**config.mk**
```make
export PLATFORM = sky130hd
export DESIGN_NAME = iodcc_channel
export DESIGN_NICKNAME = d
export VERILOG_FILES = /design/src/rtl/iodcc_pkg.sv /design/src/rtl/iodcc_channel.sv
export SDC_FILE = /design/constraint.sdc
export NUM_CORES = 1
export LEC_CHECK = 0
export BUFFER_PORTS_ARGS = -buffer_cell sky130_fd_sc_hd__clkbuf_2
export CELL_PAD_IN_SITES_DETAIL_PLACEMENT = 0
export CELL_PAD_IN_SITES_GLOBAL_PLACEMENT = 1
export CORE_MARGIN = 2
export CORE_UTILIZATION = 39
export DETAILED_ROUTE_END_ITERATION = 12
export PLACE_DENSITY = 0.79
export SLEW_MARGIN = 30
export SYNTH_ARGS = -nofsm -noshare
export SYNTH_HDL_FRONTEND = slang
export SYNTH_SLANG_ARGS = --single-unit
```
**constraint.sdc**
```tcl
create_clock -name clk -period 2.15 [get_ports clk]
set_input_delay 0.215 -clock clk [delete_from_list [all_inputs] [get_ports clk]]
set_output_delay 0.215 -clock clk [all_outputs]
set_load 0.02 [all_outputs]
```
**src/rtl/iodcc_pkg.sv**
```systemverilog
// shared constants and types of the console descriptor channel
package iodcc_pkg;
   // word and field layout; descriptor bit n sits at vector index 47-n
   localparam int WORD_W = 48;
   localparam int ADDR_W = 15;
   localparam int CHR_W = 6;
   localparam int CNT_W = 10;
   localparam int UNIT_W = 5;
   localparam int B_INHIBIT = 29;
   localparam int B_BINARY = 26;
   localparam int B_BACKWARD = 25;
   localparam int B_USE_CNT = 24;
   localparam int B_INPUT = 23;
   localparam int B_MEM_ERR = 21;
   localparam int B_KBD_ERR = 19;
   localparam int B_PRN_PAR = 18;
   localparam int B_NOT_READY = 17;
   localparam int B_DESC_PAR = 16;
   localparam int B_UNIT_CONFLICT = 15;
   localparam int UNIT_MSB = 44;
   localparam int CNT_MSB = 39;
   localparam int CHR0_MSB = 47;
   localparam logic [WORD_W-1:0] RES_KEEP_MASK = 48'h1FFF_FFFF_FFFF;
   localparam logic [CHR_W-1:0] GROUP_MARK = 6'h1F;
   localparam logic [2:0] LAST_CHR = 3'h7;
   // fixed core cells
   localparam logic [ADDR_W-1:0] PTR_CELL = 15'h0008;
   localparam logic [ADDR_W-1:0] RES_CELL_BASE = 15'h000C;
   localparam logic [ADDR_W-1:0] ADDR_MAX = 15'h7FFF;
   // register map, byte offsets
   localparam logic [3:0] REG_CTRL = 4'h0;
   localparam logic [3:0] REG_STATUS = 4'h4;
   localparam logic [3:0] REG_RES_HI = 4'h8;
   localparam logic [3:0] REG_RES_LO = 4'hC;
   localparam int CTRL_START = 0;
   localparam int CTRL_CLR_DONE = 1;

   typedef enum logic [3:0] {
      ST_IDLE = 4'h0,
      ST_PTR = 4'h1,
      ST_DESC = 4'h2,
      ST_CHECK = 4'h3,
      ST_PRD = 4'h4,
      ST_PCH = 4'h5,
      ST_PEND = 4'h6,
      ST_KST = 4'h7,
      ST_KBD = 4'h8,
      ST_KWR = 4'h9,
      ST_RES = 4'hA,
      ST_RWT = 4'hB
   } iodcc_state_t;

   typedef struct packed {
      logic req;
      logic we;
      logic [ADDR_W-1:0] addr;
      logic [WORD_W-1:0] wdata;
   } iodcc_mem_req_t;

   typedef struct packed {
      logic ack;
      logic [WORD_W-1:0] rdata;
      logic par_err;
      logic nxm;
   } iodcc_mem_rsp_t;

   typedef struct packed {
      logic valid;
      logic cr;
      logic [CHR_W-1:0] chr;
   } iodcc_prn_t;

   typedef struct packed {
      logic valid;
      logic par_err;
      logic [CHR_W-1:0] chr;
   } iodcc_kbd_t;
endpackage

```
**src/rtl/iodcc_channel.sv**
```systemverilog
// console descriptor channel: descriptor decode, print/keyboard moves, result
`timescale 1ns/100ps
module iodcc_channel
   import iodcc_pkg::*;
#(
   parameter int CU_NUM = 1
) (
   // clock and reset
   input wire logic clk,
   input wire logic nrst,
   // avalon-mm slave
   input wire logic [3:0] avs_address,
   input wire logic avs_read,
   input wire logic avs_write,
   input wire logic [31:0] avs_writedata,
   output logic [31:0] avs_readdata,
   output logic avs_waitrequest,
   // core memory
   output iodcc_mem_req_t mem_req,
   input wire iodcc_mem_rsp_t mem_rsp,
   // unit select and mode to the exchange, unit status from it
   output logic [UNIT_W-1:0] unit_sel,
   input wire logic unit_busy,
   input wire logic unit_claimed,
   input wire logic unit_not_ready,
   input wire logic unit_rewinding,
   output logic fmt_binary,
   output logic tape_backward,
   // console printer
   output iodcc_prn_t prn,
   input wire logic prn_ack,
   // console keyboard
   input wire iodcc_kbd_t kbd,
   input wire logic key_eoi,
   input wire logic key_error,
   input wire logic key_input_req,
   output logic ready_lamp,
   output logic keyboard_request_irq,
   // status
   output logic busy
);

   // refused at elaboration: only four fixed result cells exist
   if (CU_NUM < 1 || CU_NUM > 4) begin : g_bad_cu
      $error("CU_NUM must be 1 to 4");
   end

   localparam logic [ADDR_W-1:0] RES_CELL = RES_CELL_BASE + ADDR_W'(CU_NUM - 1);

   typedef struct packed {
      iodcc_state_t st;
      logic [WORD_W-1:0] desc;
      logic [WORD_W-1:0] res;
      logic [ADDR_W-1:0] addr;
      logic [WORD_W-1:0] wbuf;
      logic [2:0] ci;
      logic [CNT_W-1:0] wcnt;
      logic ran;
      logic gm;
      logic stop;
      iodcc_mem_req_t mem;
      iodcc_prn_t prn;
      logic ready;
      logic irq;
      logic kin_q;
      logic busy;
      logic done;
      logic wait_r;
      logic [31:0] rdata;
   } iodcc_regs_t;

   localparam iodcc_regs_t REGS_RST = '{
      st: ST_IDLE,
      desc: '0,
      res: '0,
      addr: '0,
      wbuf: '0,
      ci: '0,
      wcnt: '0,
      ran: 1'b0,
      gm: 1'b0,
      stop: 1'b0,
      mem: '0,
      prn: '0,
      ready: 1'b0,
      irq: 1'b0,
      kin_q: 1'b0,
      busy: 1'b0,
      done: 1'b0,
      wait_r: 1'b1,
      rdata: '0
   };

   iodcc_regs_t s_r;
   iodcc_regs_t s_nxt;

   logic ack;
   logic bus_wr;
   logic inhibit;
   logic use_cnt;
   logic [CNT_W-1:0] cnt_lim;
   logic [WORD_W-1:0] kword;
   logic [CHR_W-1:0] kchr;
   logic ovf;

   always_comb begin
      s_nxt = s_r;
      ack = s_r.mem.req && mem_rsp.ack;
      bus_wr = avs_write && !s_r.wait_r;
      inhibit = s_r.desc[B_INHIBIT];
      use_cnt = s_r.desc[B_USE_CNT];
      cnt_lim = s_r.desc[CNT_MSB -: CNT_W];
      ovf = (s_r.addr == ADDR_MAX);
      kchr = kbd.chr;
      kword = s_r.wbuf;

      // keyboard request: edge of the momentary key
      s_nxt.kin_q = key_input_req;
      s_nxt.irq = key_input_req && !s_r.kin_q;

      // bus slave: one wait cycle, answer on the next edge
      s_nxt.wait_r = 1'b1;
      if ((avs_read || avs_write) && s_r.wait_r) begin
         s_nxt.wait_r = 1'b0;
         unique case (avs_address)
            REG_STATUS: s_nxt.rdata = {24'h0, s_r.desc[UNIT_MSB -: UNIT_W],
               s_r.ready, s_r.done, s_r.busy};
            REG_RES_HI: s_nxt.rdata = {16'h0, s_r.res[47:32]};
            REG_RES_LO: s_nxt.rdata = s_r.res[31:0];
            default: s_nxt.rdata = 32'h0;
         endcase
      end
      if (bus_wr && avs_address == REG_CTRL && avs_writedata[CTRL_CLR_DONE]) begin
         s_nxt.done = 1'b0;
      end

      // handshakes drop on acceptance
      if (ack) begin
         s_nxt.mem.req = 1'b0;
      end
      if (s_r.prn.valid && prn_ack) begin
         s_nxt.prn.valid = 1'b0;
         s_nxt.prn.cr = 1'b0;
      end

      unique case (s_r.st)
         ST_IDLE: begin
            if (bus_wr && avs_address == REG_CTRL && avs_writedata[CTRL_START]) begin
               s_nxt.busy = 1'b1;
               s_nxt.res = '0;
               s_nxt.ran = 1'b0;
               s_nxt.mem = '{req: 1'b1, we: 1'b0, addr: PTR_CELL, wdata: '0};
               s_nxt.st = ST_PTR;
            end
         end
         ST_PTR: begin
            if (ack) begin
               if (mem_rsp.par_err || mem_rsp.nxm) begin
                  s_nxt.res[B_DESC_PAR] = mem_rsp.par_err;
                  s_nxt.res[B_MEM_ERR] = mem_rsp.nxm;
                  s_nxt.st = ST_RES;
               end else begin
                  s_nxt.mem.req = 1'b1;
                  s_nxt.mem.addr = mem_rsp.rdata[ADDR_W-1:0];
                  s_nxt.st = ST_DESC;
               end
            end
         end
         ST_DESC: begin
            if (ack) begin
               s_nxt.desc = mem_rsp.rdata;
               s_nxt.res = mem_rsp.rdata & RES_KEEP_MASK;
               s_nxt.res[B_DESC_PAR] = mem_rsp.par_err;
               s_nxt.res[B_MEM_ERR] = mem_rsp.nxm;
               s_nxt.addr = mem_rsp.rdata[ADDR_W-1:0];
               s_nxt.wcnt = '0;
               s_nxt.ci = '0;
               s_nxt.wbuf = '0;
               s_nxt.gm = 1'b0;
               s_nxt.stop = 1'b0;
               s_nxt.st = (mem_rsp.par_err || mem_rsp.nxm) ? ST_RES : ST_CHECK;
            end
         end
         ST_CHECK: begin
            if (unit_claimed || unit_rewinding) begin
               s_nxt.res[B_UNIT_CONFLICT] = 1'b1;
               s_nxt.st = ST_RES;
            end else if (unit_not_ready) begin
               s_nxt.res[B_NOT_READY] = 1'b1;
               s_nxt.st = ST_RES;
            end else if (!unit_busy) begin
               s_nxt.ran = 1'b1;
               if (use_cnt && cnt_lim == '0) begin
                  s_nxt.st = ST_RES;
               end else if (s_r.desc[B_INPUT]) begin
                  s_nxt.st = ST_KST;
               end else if (inhibit) begin
                  s_nxt.st = ST_RES;
               end else begin
                  s_nxt.mem = '{req: 1'b1, we: 1'b0, addr: s_r.addr, wdata: '0};
                  s_nxt.st = ST_PRD;
               end
            end
         end
         ST_PRD: begin
            if (ack) begin
               s_nxt.wbuf = mem_rsp.rdata;
               s_nxt.ci = '0;
               s_nxt.wcnt = s_r.wcnt + 1'b1;
               s_nxt.addr = s_r.addr + 1'b1;
               if (mem_rsp.par_err) begin
                  s_nxt.res[B_PRN_PAR] = 1'b1;
               end
               if (ovf || mem_rsp.nxm) begin
                  s_nxt.res[B_MEM_ERR] = 1'b1;
                  s_nxt.stop = 1'b1;
               end
               if (mem_rsp.nxm) begin
                  s_nxt.st = ST_RES;
               end else begin
                  s_nxt.st = ST_PCH;
               end
            end
         end
         ST_PCH: begin
            if (!s_r.prn.valid) begin
               if (s_r.wbuf[CHR0_MSB -: CHR_W] == GROUP_MARK) begin
                  // mark is not printed, only returns the carriage
                  s_nxt.prn = '{valid: 1'b1, cr: 1'b1, chr: '0};
                  s_nxt.st = ST_PEND;
               end else begin
                  s_nxt.prn = '{valid: 1'b1, cr: 1'b0,
                     chr: s_r.wbuf[CHR0_MSB -: CHR_W]};
                  s_nxt.wbuf = s_r.wbuf << CHR_W;
                  s_nxt.ci = s_r.ci + 1'b1;
                  if (s_r.ci == LAST_CHR) begin
                     if (s_r.stop || (use_cnt && s_r.wcnt == cnt_lim)) begin
                        s_nxt.st = ST_PEND;
                     end else begin
                        s_nxt.mem = '{req: 1'b1, we: 1'b0, addr: s_r.addr, wdata: '0};
                        s_nxt.st = ST_PRD;
                     end
                  end
               end
            end
         end
         ST_PEND: begin
            if (!s_r.prn.valid) begin
               s_nxt.st = ST_RES;
            end
         end
         ST_KST: begin
            if (key_eoi) begin
               s_nxt.st = ST_RES;
            end else begin
               s_nxt.ready = 1'b1;
               s_nxt.st = ST_KBD;
            end
         end
         ST_KBD: begin
            if (key_error || key_eoi || kbd.valid) begin
               if (key_error || key_eoi) begin
                  kchr = GROUP_MARK;
               end
               // positions fill from char 0 downward in bit order
               for (int i = 0; i < 8; i++) begin
                  if (s_r.ci == 3'(i)) begin
                     kword[CHR0_MSB - CHR_W*i -: CHR_W] = kchr;
                  end
               end
               if (key_error || (kbd.valid && kbd.par_err && !key_eoi)) begin
                  s_nxt.res[B_KBD_ERR] = 1'b1;
               end
               s_nxt.wbuf = kword;
               s_nxt.ci = s_r.ci + 1'b1;
               s_nxt.gm = key_error || key_eoi;
               if (key_error || key_eoi || s_r.ci == LAST_CHR) begin
                  if (key_error || key_eoi) begin
                     s_nxt.ready = 1'b0;
                  end
                  if (!inhibit) begin
                     s_nxt.mem = '{req: 1'b1, we: 1'b1, addr: s_r.addr, wdata: kword};
                  end
                  s_nxt.st = ST_KWR;
               end
            end
         end
         ST_KWR: begin
            if (ack || inhibit) begin
               s_nxt.addr = s_r.addr + 1'b1;
               s_nxt.wcnt = s_r.wcnt + 1'b1;
               s_nxt.wbuf = '0;
               s_nxt.ci = '0;
               if (ack && mem_rsp.nxm || ovf) begin
                  s_nxt.res[B_MEM_ERR] = 1'b1;
               end
               if (s_r.gm || ovf || (ack && mem_rsp.nxm)
                   || (use_cnt && s_nxt.wcnt == cnt_lim)) begin
                  s_nxt.ready = 1'b0;
                  s_nxt.st = ST_RES;
               end else begin
                  s_nxt.st = ST_KBD;
               end
            end
         end
         ST_RES: begin
            s_nxt.mem.req = 1'b1;
            s_nxt.mem.we = 1'b1;
            s_nxt.mem.addr = RES_CELL;
            s_nxt.mem.wdata = s_r.res;
            if (s_r.ran) begin
               s_nxt.mem.wdata[ADDR_W-1:0] = s_r.addr;
               s_nxt.res[ADDR_W-1:0] = s_r.addr;
            end
            s_nxt.st = ST_RWT;
         end
         ST_RWT: begin
            if (ack) begin
               s_nxt.busy = 1'b0;
               s_nxt.done = 1'b1;
               s_nxt.st = ST_IDLE;
            end
         end
         default: begin
            s_nxt = REGS_RST;
         end
      endcase
   end

   always_ff @(posedge clk) begin
      if (!nrst) begin
         s_r <= REGS_RST;
      end else begin
         s_r <= s_nxt;
      end
   end

   // every output is a field of the state register
   assign avs_readdata = s_r.rdata;
   assign avs_waitrequest = s_r.wait_r;
   assign mem_req = s_r.mem;
   assign unit_sel = s_r.desc[UNIT_MSB -: UNIT_W];
   assign fmt_binary = s_r.desc[B_BINARY];
   assign tape_backward = s_r.desc[B_BACKWARD];
   assign prn = s_r.prn;
   assign ready_lamp = s_r.ready;
   assign keyboard_request_irq = s_r.irq;
   assign busy = s_r.busy;

endmodule

```
== After elaboration in Yosys (flattened, before gate mapping) ==
Index checks and enable logic that the tools add are counted.

* $add $sub $neg: 3
* Multipliers: 0
* Divide/modulo/power cells: 0
* Magnitude comparators: 0
* Eq/ne operators: 58
* Shift-type cells: 0
* Mux-type cells: 118
* Bitwise gates (word level): 18
* Reductions and logical operators: 76

{| class="wikitable"
|+ Operators by type and width
! operator !! count
|-
| 65-bit two-way mux || 13
|-
| 51-bit one-hot mux with 6 select lines || 1
|-
| 48-bit one-hot mux with 6 select lines || 1
|-
| 176-bit two-way mux || 1
|-
| 51-bit two-way mux || 3
|-
| 76-bit two-way mux || 2
|-
| 15-bit one-hot mux with 4 select lines || 2
|-
| 15-bit one-hot mux with 7 select lines || 1
|-
| 32-bit one-hot mux with 3 select lines || 1
|-
| 45-bit one-hot mux with 2 select lines || 1
|-
| 4-bit two-way mux || 20
|-
| 26-bit one-hot mux with 3 select lines || 1
|-
| 73-bit two-way mux || 1
|-
| 9-bit OR reduction || 7
|-
| 2-bit != test, second input constant || 31
|-
| 6-bit two-way mux || 9
|-
| 10-bit OR reduction || 5
|-
| 48-bit two-way mux || 1
|-
| 4-bit one-hot mux with 12 select lines || 1
|-
| 15-bit two-way mux || 3
|-
| 10-bit one-hot mux with 4 select lines || 1
|-
| 33-bit two-way mux || 1
|-
| 11-bit OR reduction || 3
|-
| 1-bit two-way mux || 31
|-
| other kinds (42) || 132
|}

* Bits in registers: 287
* Bits in latches: 0
* Bits in writable memories: 0
* Bits in read-only memories: 0
* Input bits: 107
* Output and inout bits: 116
* Word-level logic and storage cells: 304
* Memories kept: 0

== Depth between registers and ports, before layout ==
Gate-level depths: netlist of the first run.

* Depth after elaboration: 9
* Depth in mapped cells: 12

== Worst setup path after synthesis of the first run ==
Ideal clock, no wire load.

* Kind: register -> register
* From: reg s_r[124] (netlist name)
* To: reg s_r, in the netlist mem_req[10]
* Library setup time: 133 ps
* Arrival time: 2138 ps
* Path slack: -121 ps
* Cell stages (with the launch flop): 11
* Path buffers: 2
* Clock period less this slack: 2271 ps
* Path through: dfxtp_1 ha_1 ha_1 nor4bb_1 o22a_1 o211ai_1 or3_1 buf_4 nor2_8 buf_6 a311oi_1

* Longest elaborated chain between the ends: 6
* Elaborated cells between the ends (all ways): 11
* Those cells by class: 4 x eq/ne; 5 x mux; 2 x reduce/logical

{| class="wikitable"
|+ RTL lines
! what !! line !! RTL
|-
| start, declared || iodcc_channel.sv:94 || <nowiki>iodcc_regs_t s_r;</nowiki>
|-
| start signal, assigned || iodcc_channel.sv:334 || <nowiki>s_r <= s_nxt;</nowiki>
|-
| 3-bit == test || iodcc_channel.sv:267 || <nowiki>if (s_r.ci == 3'(i)) begin</nowiki>
|-
| 6-bit two-way mux || iodcc_channel.sv:267 ||
|-
| 65-bit two-way mux || iodcc_channel.sv:281 || <nowiki>if (!inhibit) begin</nowiki>
|-
| 65-bit two-way mux || iodcc_channel.sv:277 || <nowiki>if (key_error || key_eoi || s_r.ci == LAST_CHR) begin</nowiki>
|-
| 65-bit two-way mux || iodcc_channel.sv:261 || <nowiki>if (key_error || key_eoi || kbd.valid) begin</nowiki>
|-
| 48-bit one-hot mux with 6 select lines || iodcc_channel.sv:146 || <nowiki>unique case (s_r.st)</nowiki>
|}

Parallel ways exist; a longest one is shown, timed or not. The select of a mux whose other input is x is not followed.
A chain may end at the register's enable or synchronous reset.

== Worst setup path in the final report of the first run ==
* From: reg s_r[124] (netlist name)
* To: reg s_r, in the netlist mem_req[5]

* Longest elaborated chain between the ends: 6
* Elaborated cells between the ends (all ways): 10
* Those cells by class: 3 x eq/ne; 5 x mux; 2 x reduce/logical

{| class="wikitable"
|+ RTL lines
! what !! line
|-
| 3-bit == test (*) || iodcc_channel.sv:236, iodcc_channel.sv:267, iodcc_channel.sv:277
|-
| 6-bit two-way mux || iodcc_channel.sv:267
|-
| 65-bit two-way mux || iodcc_channel.sv:281
|-
| 65-bit two-way mux || iodcc_channel.sv:277
|-
| 65-bit two-way mux || iodcc_channel.sv:261
|-
| 48-bit one-hot mux with 6 select lines || iodcc_channel.sv:146
|}

Mark *: on every way between the ends. The rest lies on a longest branch, timed or not. The select of a mux whose other input is x is not followed.

==> flow_summary.toml, run 1 <==
[synthesis]
ys_warn_count = 0
postSynth.asyncResetShare_pct = 0
synth_ff_type = "dfxtp_1"
ys_ff_latch = 259
synth_area_per_cell_um2 = 8.15
syn_nets = 1861
synth-edff-count = 0
syn_inst = 1742
ys_seq_area_share_pct = 36.5
yosysUniqueCellTypes = 82
syn_area_mm2 = 0.0142

[sta]
relSlewSlack_pct = 54.6
setup_tns_ns = -2.41
hold_viol = 0
tightest_slew_ns = 0.676
slew_viol_final = 0
finalSetupViolCount = 74
fin_crit_ns = 2.22
rsz0062_at_grt = "yes"
setup_slack_ns = -0.0703
fmax_mhz = 450
skew_ns = 0.0169
min_period_over_period_pct = 103

[final_layout]
drive_gt1_share_pct = 37.1
final_cell_mix = "dfxtp_1 (250), buf_4 (213), nor2_1 (193)"
diodes = 0
finalNetCount = 2149
utilization_pct = 55.3
syn_to_final_growth_pct = 39.0
layout_commonest_cell = "dfxtp_1"

[global_route]
grt_pass1_wl_mm = 90.3
grt-ovfl-total = 0
grt_antenna_before_repair = 0
grt_max_degree = 84
grt_util_all_layers_pct = 30.9
grt_pass1_vias = 14400

[die]
die_area_mm2 = 0.0380
die_h_um = 195
ios = 223
row_count = 69
chipWidth_um = 195
start_util_pct = 39.7
core_region_area_mm2 = 0.0357

[worst_setup_path]
worstSetupPathType = "flip-flop to flip-flop"
required_ns = 2.60
critPathLaunch = "s_r[124]"
crit_fanout = 11
critPathArrivalTime_ns = 2.67
cp-start-kind = "flip-flop"
cp-end-kind = "flip-flop"
r2r_start = "s_r[124]"

[pwr]
switchingPower_uw = 10500
power_density_mw_per_mm2 = 1310
p_int_uw = 15400
peakVddDrop_mv = 0.666
power_frac_comb_pct = 54.5
p_seq_share_pct = 25.5
power_frac_clock_pct = 20.1
p_total_uw = 25900
switching_share_pct = 40.6
p_leak_uw = 0.00740

[detailed_routing]
drt-total-wl_mm = 63.3
ant_nets = 0
vias_per_cell = 6.24
wl_per_cell_um = 25.2
drtPass1Iterations = 6
via_count = 15700
drt-initial-drc-count = 1714
drcViolationCount = 0

[clocking]
numCtsBuffers = 30
htreeDepth = 1
cts_buffer_depth = 3
cts_num_sinks = 259
clk_latency_ns = 0.59
cts.reportedPaths.clkPinSlew_ns = 0.06
cts-root-buf = "clkbuf_16"
cts_tree = "built"

[placement]
io_buffers = 192
dp_hpwl_mm = 43.8
place_congestion = 0.966

[status]
status = "complete, but fails checks"
violations = "negative setup slack"

[job]
maxCapViolations = 0

[min_path]
hold_start = "mem_rsp[12]"
hold_path_class = "input port to flip-flop"
[sequential cells by signal, summed over array words and instances, names as in the netlist]
register / flops
avs_readdata: 32
avs_waitrequest: 1
busy: 1
cnt_lim: 10
fmt_binary: 1
inhibit: 1
keyboard_request_irq: 1
mem_req: 65
prn: 8
ready_lamp: 1
s_r: 132
tape_backward: 1
unit_sel: 5
[worst paths after layout]
check	to	slack, ns	cells past startpoint
worst min-delay path	s_r[200]	0.005	3
worst max-delay path	mem_req[5]	-0.07	9
worst max register to register	mem_req[5]	-0.07	9
worst min register to register	keyboard_request_irq	0.39	1
[routing by layer]
metal  GRT usage, %  up-vias  part of all wire [%]
li1               -     6919                     -
met1           43.0     7621                    42
met2           47.2      936                    44
met3           6.13      181                    10
met4           11.7        0                   4.3
met5              0        -                     0
[cells in the mapped netlist (all sizes together) (14+ instances only)]
master | instances | area share [%]
nor3 | 33 | 1.3
dfxtp | 259 | 37
o31ai | 14 | 0.74
mux2i | 27 | 1.9
nor2 | 211 | 5.8
nand2 | 131 | 3.5
clkbuf | 101 | 2.7
nand3 | 60 | 2.1
mux2 | 19 | 1.5
a22oi | 98 | 5.2
buf | 169 | 8.3
a21oi | 139 | 4.9
o22ai | 24 | 1.1
inv | 21 | 0.56
a311oi | 15 | 0.93
o21ai | 55 | 2.0
a221oi | 45 | 2.8
a211oi | 127 | 6.7
[final cells by class]
type	instances	area, um2
multi-input combinational	1191	8330
clock buffer	43	870
clock inverter	8	121
sequential	259	5210
inverter	22	92.6
fill	3308	16000
tap	461	577
timing repair buffer	526	4550
[stage by stage]
stage / setup WS (ns) / area, um2 / cells / hold WS [ns]
5_1_grt: -0.156 / 19700 / 2510 / 0.0164
3_5_place_dp: -0.237 / 16500 / 2374 / 0.389
2_1_floorplan: 0.00360 / 14200 / 1742 / 0.315
4_1_cts: -0.0943 / 18600 / 2492 / 0.00101
3_3_place_gp: -0.232 / 16500 / 2374 / 0.383
6_report: -0.0703 / 19700 / 2510 / 0.00525
[power groups by stage]
| stage | Combinational [uW] | Clock, uW | Sequential [uW] |
|---|---|---|---|
| CTS | 11800 | 5210 | 6500 |
| global placement | 9510 | 0 | 6570 |
| finish | 14100 | 5210 | 6600 |
| detailed placement | 9660 | 0 | 6580 |
| floorplan | 6070 | 0 | 6200 |
| global route | 14800 | 5420 | 6640 |
[repair_timing]
| action | CTS | global route |
|---|---|---|
| gates cloned | 12 | 13 |
| gates resized for setup | 82 | 177 |
| endpoints found under the setup margin | 153 | 216 |
| pin swaps | 46 | 78 |
| endpoints found under the hold margin | 44 | 0 |
| setup buffers | 28 | 11 |
| hold buffers | 29 | 0 |
[critical path, cell delays in order, from the launching register on]
cell and delay (ns):
dfxtp_2 0.36, ha_4 0.15, ha_4 0.13, nor4bb_4 0.18, o22a_1 0.17, o211ai_1 0.13, or3_4 0.41, nor2_8 0.26
buf_12 0.19, a311oi_1 0.10
[cell families (layout without fill, tap and decap cells)]
| family | after synthesis | in the layout | synth area share, % |
|---|---|---|---|
| buffers and inverters | 292 | 599 | 11.5 |
| multiplexers | 46 | 46 | 3.41 |
| XOR/XNOR | 17 | 17 | 1.05 |
| AND/OR/NAND/NOR | 531 | 531 | 17.7 |
| AO/OA/AOI/OAI | 585 | 585 | 28.7 |
| flip-flops | 259 | 259 | 36.5 |
| adder cells (fa/ha/maj) | 12 | 12 | 1.06 |
Note: power is estimated with default switching activity, not from simulation.
==> run 2, diff against run 1 <==
--- a/config.mk
+++ b/config.mk
@@ -9,9 +9,9 @@
 export CELL_PAD_IN_SITES_DETAIL_PLACEMENT = 0
 export CELL_PAD_IN_SITES_GLOBAL_PLACEMENT = 1
 export CORE_MARGIN = 2
-export CORE_UTILIZATION = 39
+export CORE_UTILIZATION = 40
 export DETAILED_ROUTE_END_ITERATION = 12
-export PLACE_DENSITY = 0.79
+export PLACE_DENSITY = 0.77
 export SLEW_MARGIN = 30
 export SYNTH_ARGS = -nofsm -noshare
 export SYNTH_HDL_FRONTEND = slang
==> constraint.sdc (replaced) <==
create_clock -name clk -period 2.3 [get_ports clk]
set_input_delay 0.23 -clock clk [delete_from_list [all_inputs] [get_ports clk]]
set_output_delay 0.23 -clock clk [all_outputs]
set_load 0.02 [all_outputs]
==> run 2 against run 1 <==
Against the previous run:
- the run now ends clean
- final cell count down 4.4%
- register-to-register slack better by 0.07 ns
- sequential power down 7.1%
- first-iteration DRC count down 0.99%
- clock-buffer cell count up 1
- die area down 2.4%
- via count down 6.0%
- largest power group unchanged
==> flow_summary.toml, run 2 (synthesis results as in run 1) <==
[worst_setup_path]
path_delay_family = "buffers and inverters"
worstSetupPathType = "flip-flop to flip-flop"
worst-path-buf-inv = 5
max_stage_delay_ns = 0.47
critPathArrivalTime_ns = 2.73
crit_path_top_delay_cell = "a221oi_1"
r2r_start = "s_r[288]"
cp-start-kind = "flip-flop"
cp-end-kind = "flip-flop"
crit_fanout = 24
critPathLaunch = "s_r[288]"
required_ns = 2.74
path_common_cell = "buf_4"
path_cells = "buf_4 > ha_2 > buf_4 > and3b_2 > buf_4 > buf_4 > buf_4 > a221oi_1 > a211oi_2"

[clocking]
cts_buffer_depth = 3
numCtsBuffers = 30
cts.reportedPaths.clkPinSlew_ns = 0.06
cts_num_sinks = 259
clk_latency_ns = 0.59
htreeDepth = 1
cts-root-buf = "clkbuf_16"
cts_tree = "built"

[die]
die_h_um = 192
row_count = 69
chipWidth_um = 192
start_util_pct = 40.3
die_area_mm2 = 0.0370
core_region_area_mm2 = 0.0352
ios = 223

[placement]
dp_hpwl_mm = 42.1
dp_slack_ns = -0.347
place_congestion = 0.931
io_buffers = 192

[detailed_routing]
drcViolationCount = 0
drt-total-wl_mm = 59.8
drtPass1Iterations = 6
vias_per_cell = 6.14
wl_per_cell_um = 24.9
via_count = 14700
drt-initial-drc-count = 1697
ant_nets = 0

[global_route]
grt_util_all_layers_pct = 30.8
grt_pass1_wl_mm = 85.9
grt_antenna_before_repair = 0
grt-ovfl-total = 0
grt_pass1_vias = 13400
grt_max_degree = 86

[pwr]
power_density_mw_per_mm2 = 1220
p_total_uw = 21900
p_leak_uw = 0.00658
peakVddDrop_mv = 0.665

[sta]
hold_viol = 0
min_period_over_period_pct = 99.9
fmax_mhz = 435
finalSetupViolCount = 0
tightest_slew_ns = 0.658
skew_ns = 0.0257
slew_viol_final = 0
rsz0062_at_grt = "yes"
timing.hold.ws_ns = 0.0174
setup_slack_ns = 0.00195
relSlewSlack_pct = 55.9
fin_crit_ns = 2.30

[status]
status = "finished clean"

[min_path]
hold_path_class = "input port to flip-flop"
hold_start = "mem_rsp[3]"

[final_layout]
top_register = "s_r"
num-fill-cells = 3380
drive_gt1_share_pct = 29.6
diodes = 0
regArea_mm2 = 0.00519
multi_input_area_mm2 = 0.00787
finalNetCount = 2036
syn_to_final_growth_pct = 26.7
largest_register_ffs = 132
layout_commonest_cell = "dfxtp_1"
final_cell_mix = "dfxtp_1 (253), nor2_1 (205), clkbuf_2 (192)"

[job]
maxCapViolations = 0
run 2: report_power, final:
| group | total [uW] | switching [uW] | internal, uW |
|---|---|---|---|
| Clock | 5030 | 2010 | 3020 |
| Sequential | 6130 | 833 | 5300 |
| Combinational | 10800 | 6100 | 4660 |
run 2: worst min-delay path: stages:
cell and delay [ns]:
clkbuf_2 0.13, nand2_1 0.09, a311oi_1 0.09
run 2: per-stage QoR:
stage / setup TNS [ns] / std cells / area, um2 / util (%)
3_3_place_gp: -10.94 / 2296 / 15900 / 45.0
5_1_grt: -1.41 / 2400 / 18000 / 51.1
4_1_cts: -0.0945 / 2383 / 17400 / 49.3
3_5_place_dp: -12.55 / 2296 / 15900 / 45.0
2_1_floorplan: 0 / 1742 / 14200 / -
6_report: 0 / 2400 / 18000 / 51.1
run 2: path summary, 6_finish.rpt:
path | to | slack (ns) | cells past startpoint
worst max-delay path | s_r[160] | 0.002 | 9
worst min-delay path | s_r[176] | 0.02 | 3
worst max register to register | s_r[160] | 0.002 | 9
worst min register to register | keyboard_request_irq | 0.41 | 1
run 2: final cells by class:
cell class | count | area share [%]
Clock buffer | 44 | 4.74
Clock inverter | 10 | 1.00
Inverter | 22 | 0.487
Multi-Input combinational cell | 1191 | 43.7
Sequential cell | 259 | 28.8
Tap cell | 461 | 3.20
Timing Repair Buffer | 413 | 18.0
run 2: repair_timing:
item | CTS | global route
hold buffers | 23 | 0
pin swaps | 7 | 56
buffers inserted | 7 | 12
endpoints found under the hold margin | 36 | 0
cloned | 3 | 6
endpoints found under the setup margin | 129 | 147
resized for setup | 26 | 92
run 2: per-layer routing:
metal	GRT usage, %	wire length, um	up-vias
met5	0	0	-
met3	5.44	5540	108
met4	8.57	1990	0
met1	43.7	25900	7089
met2	47.7	26300	835
li1	-	-	6692
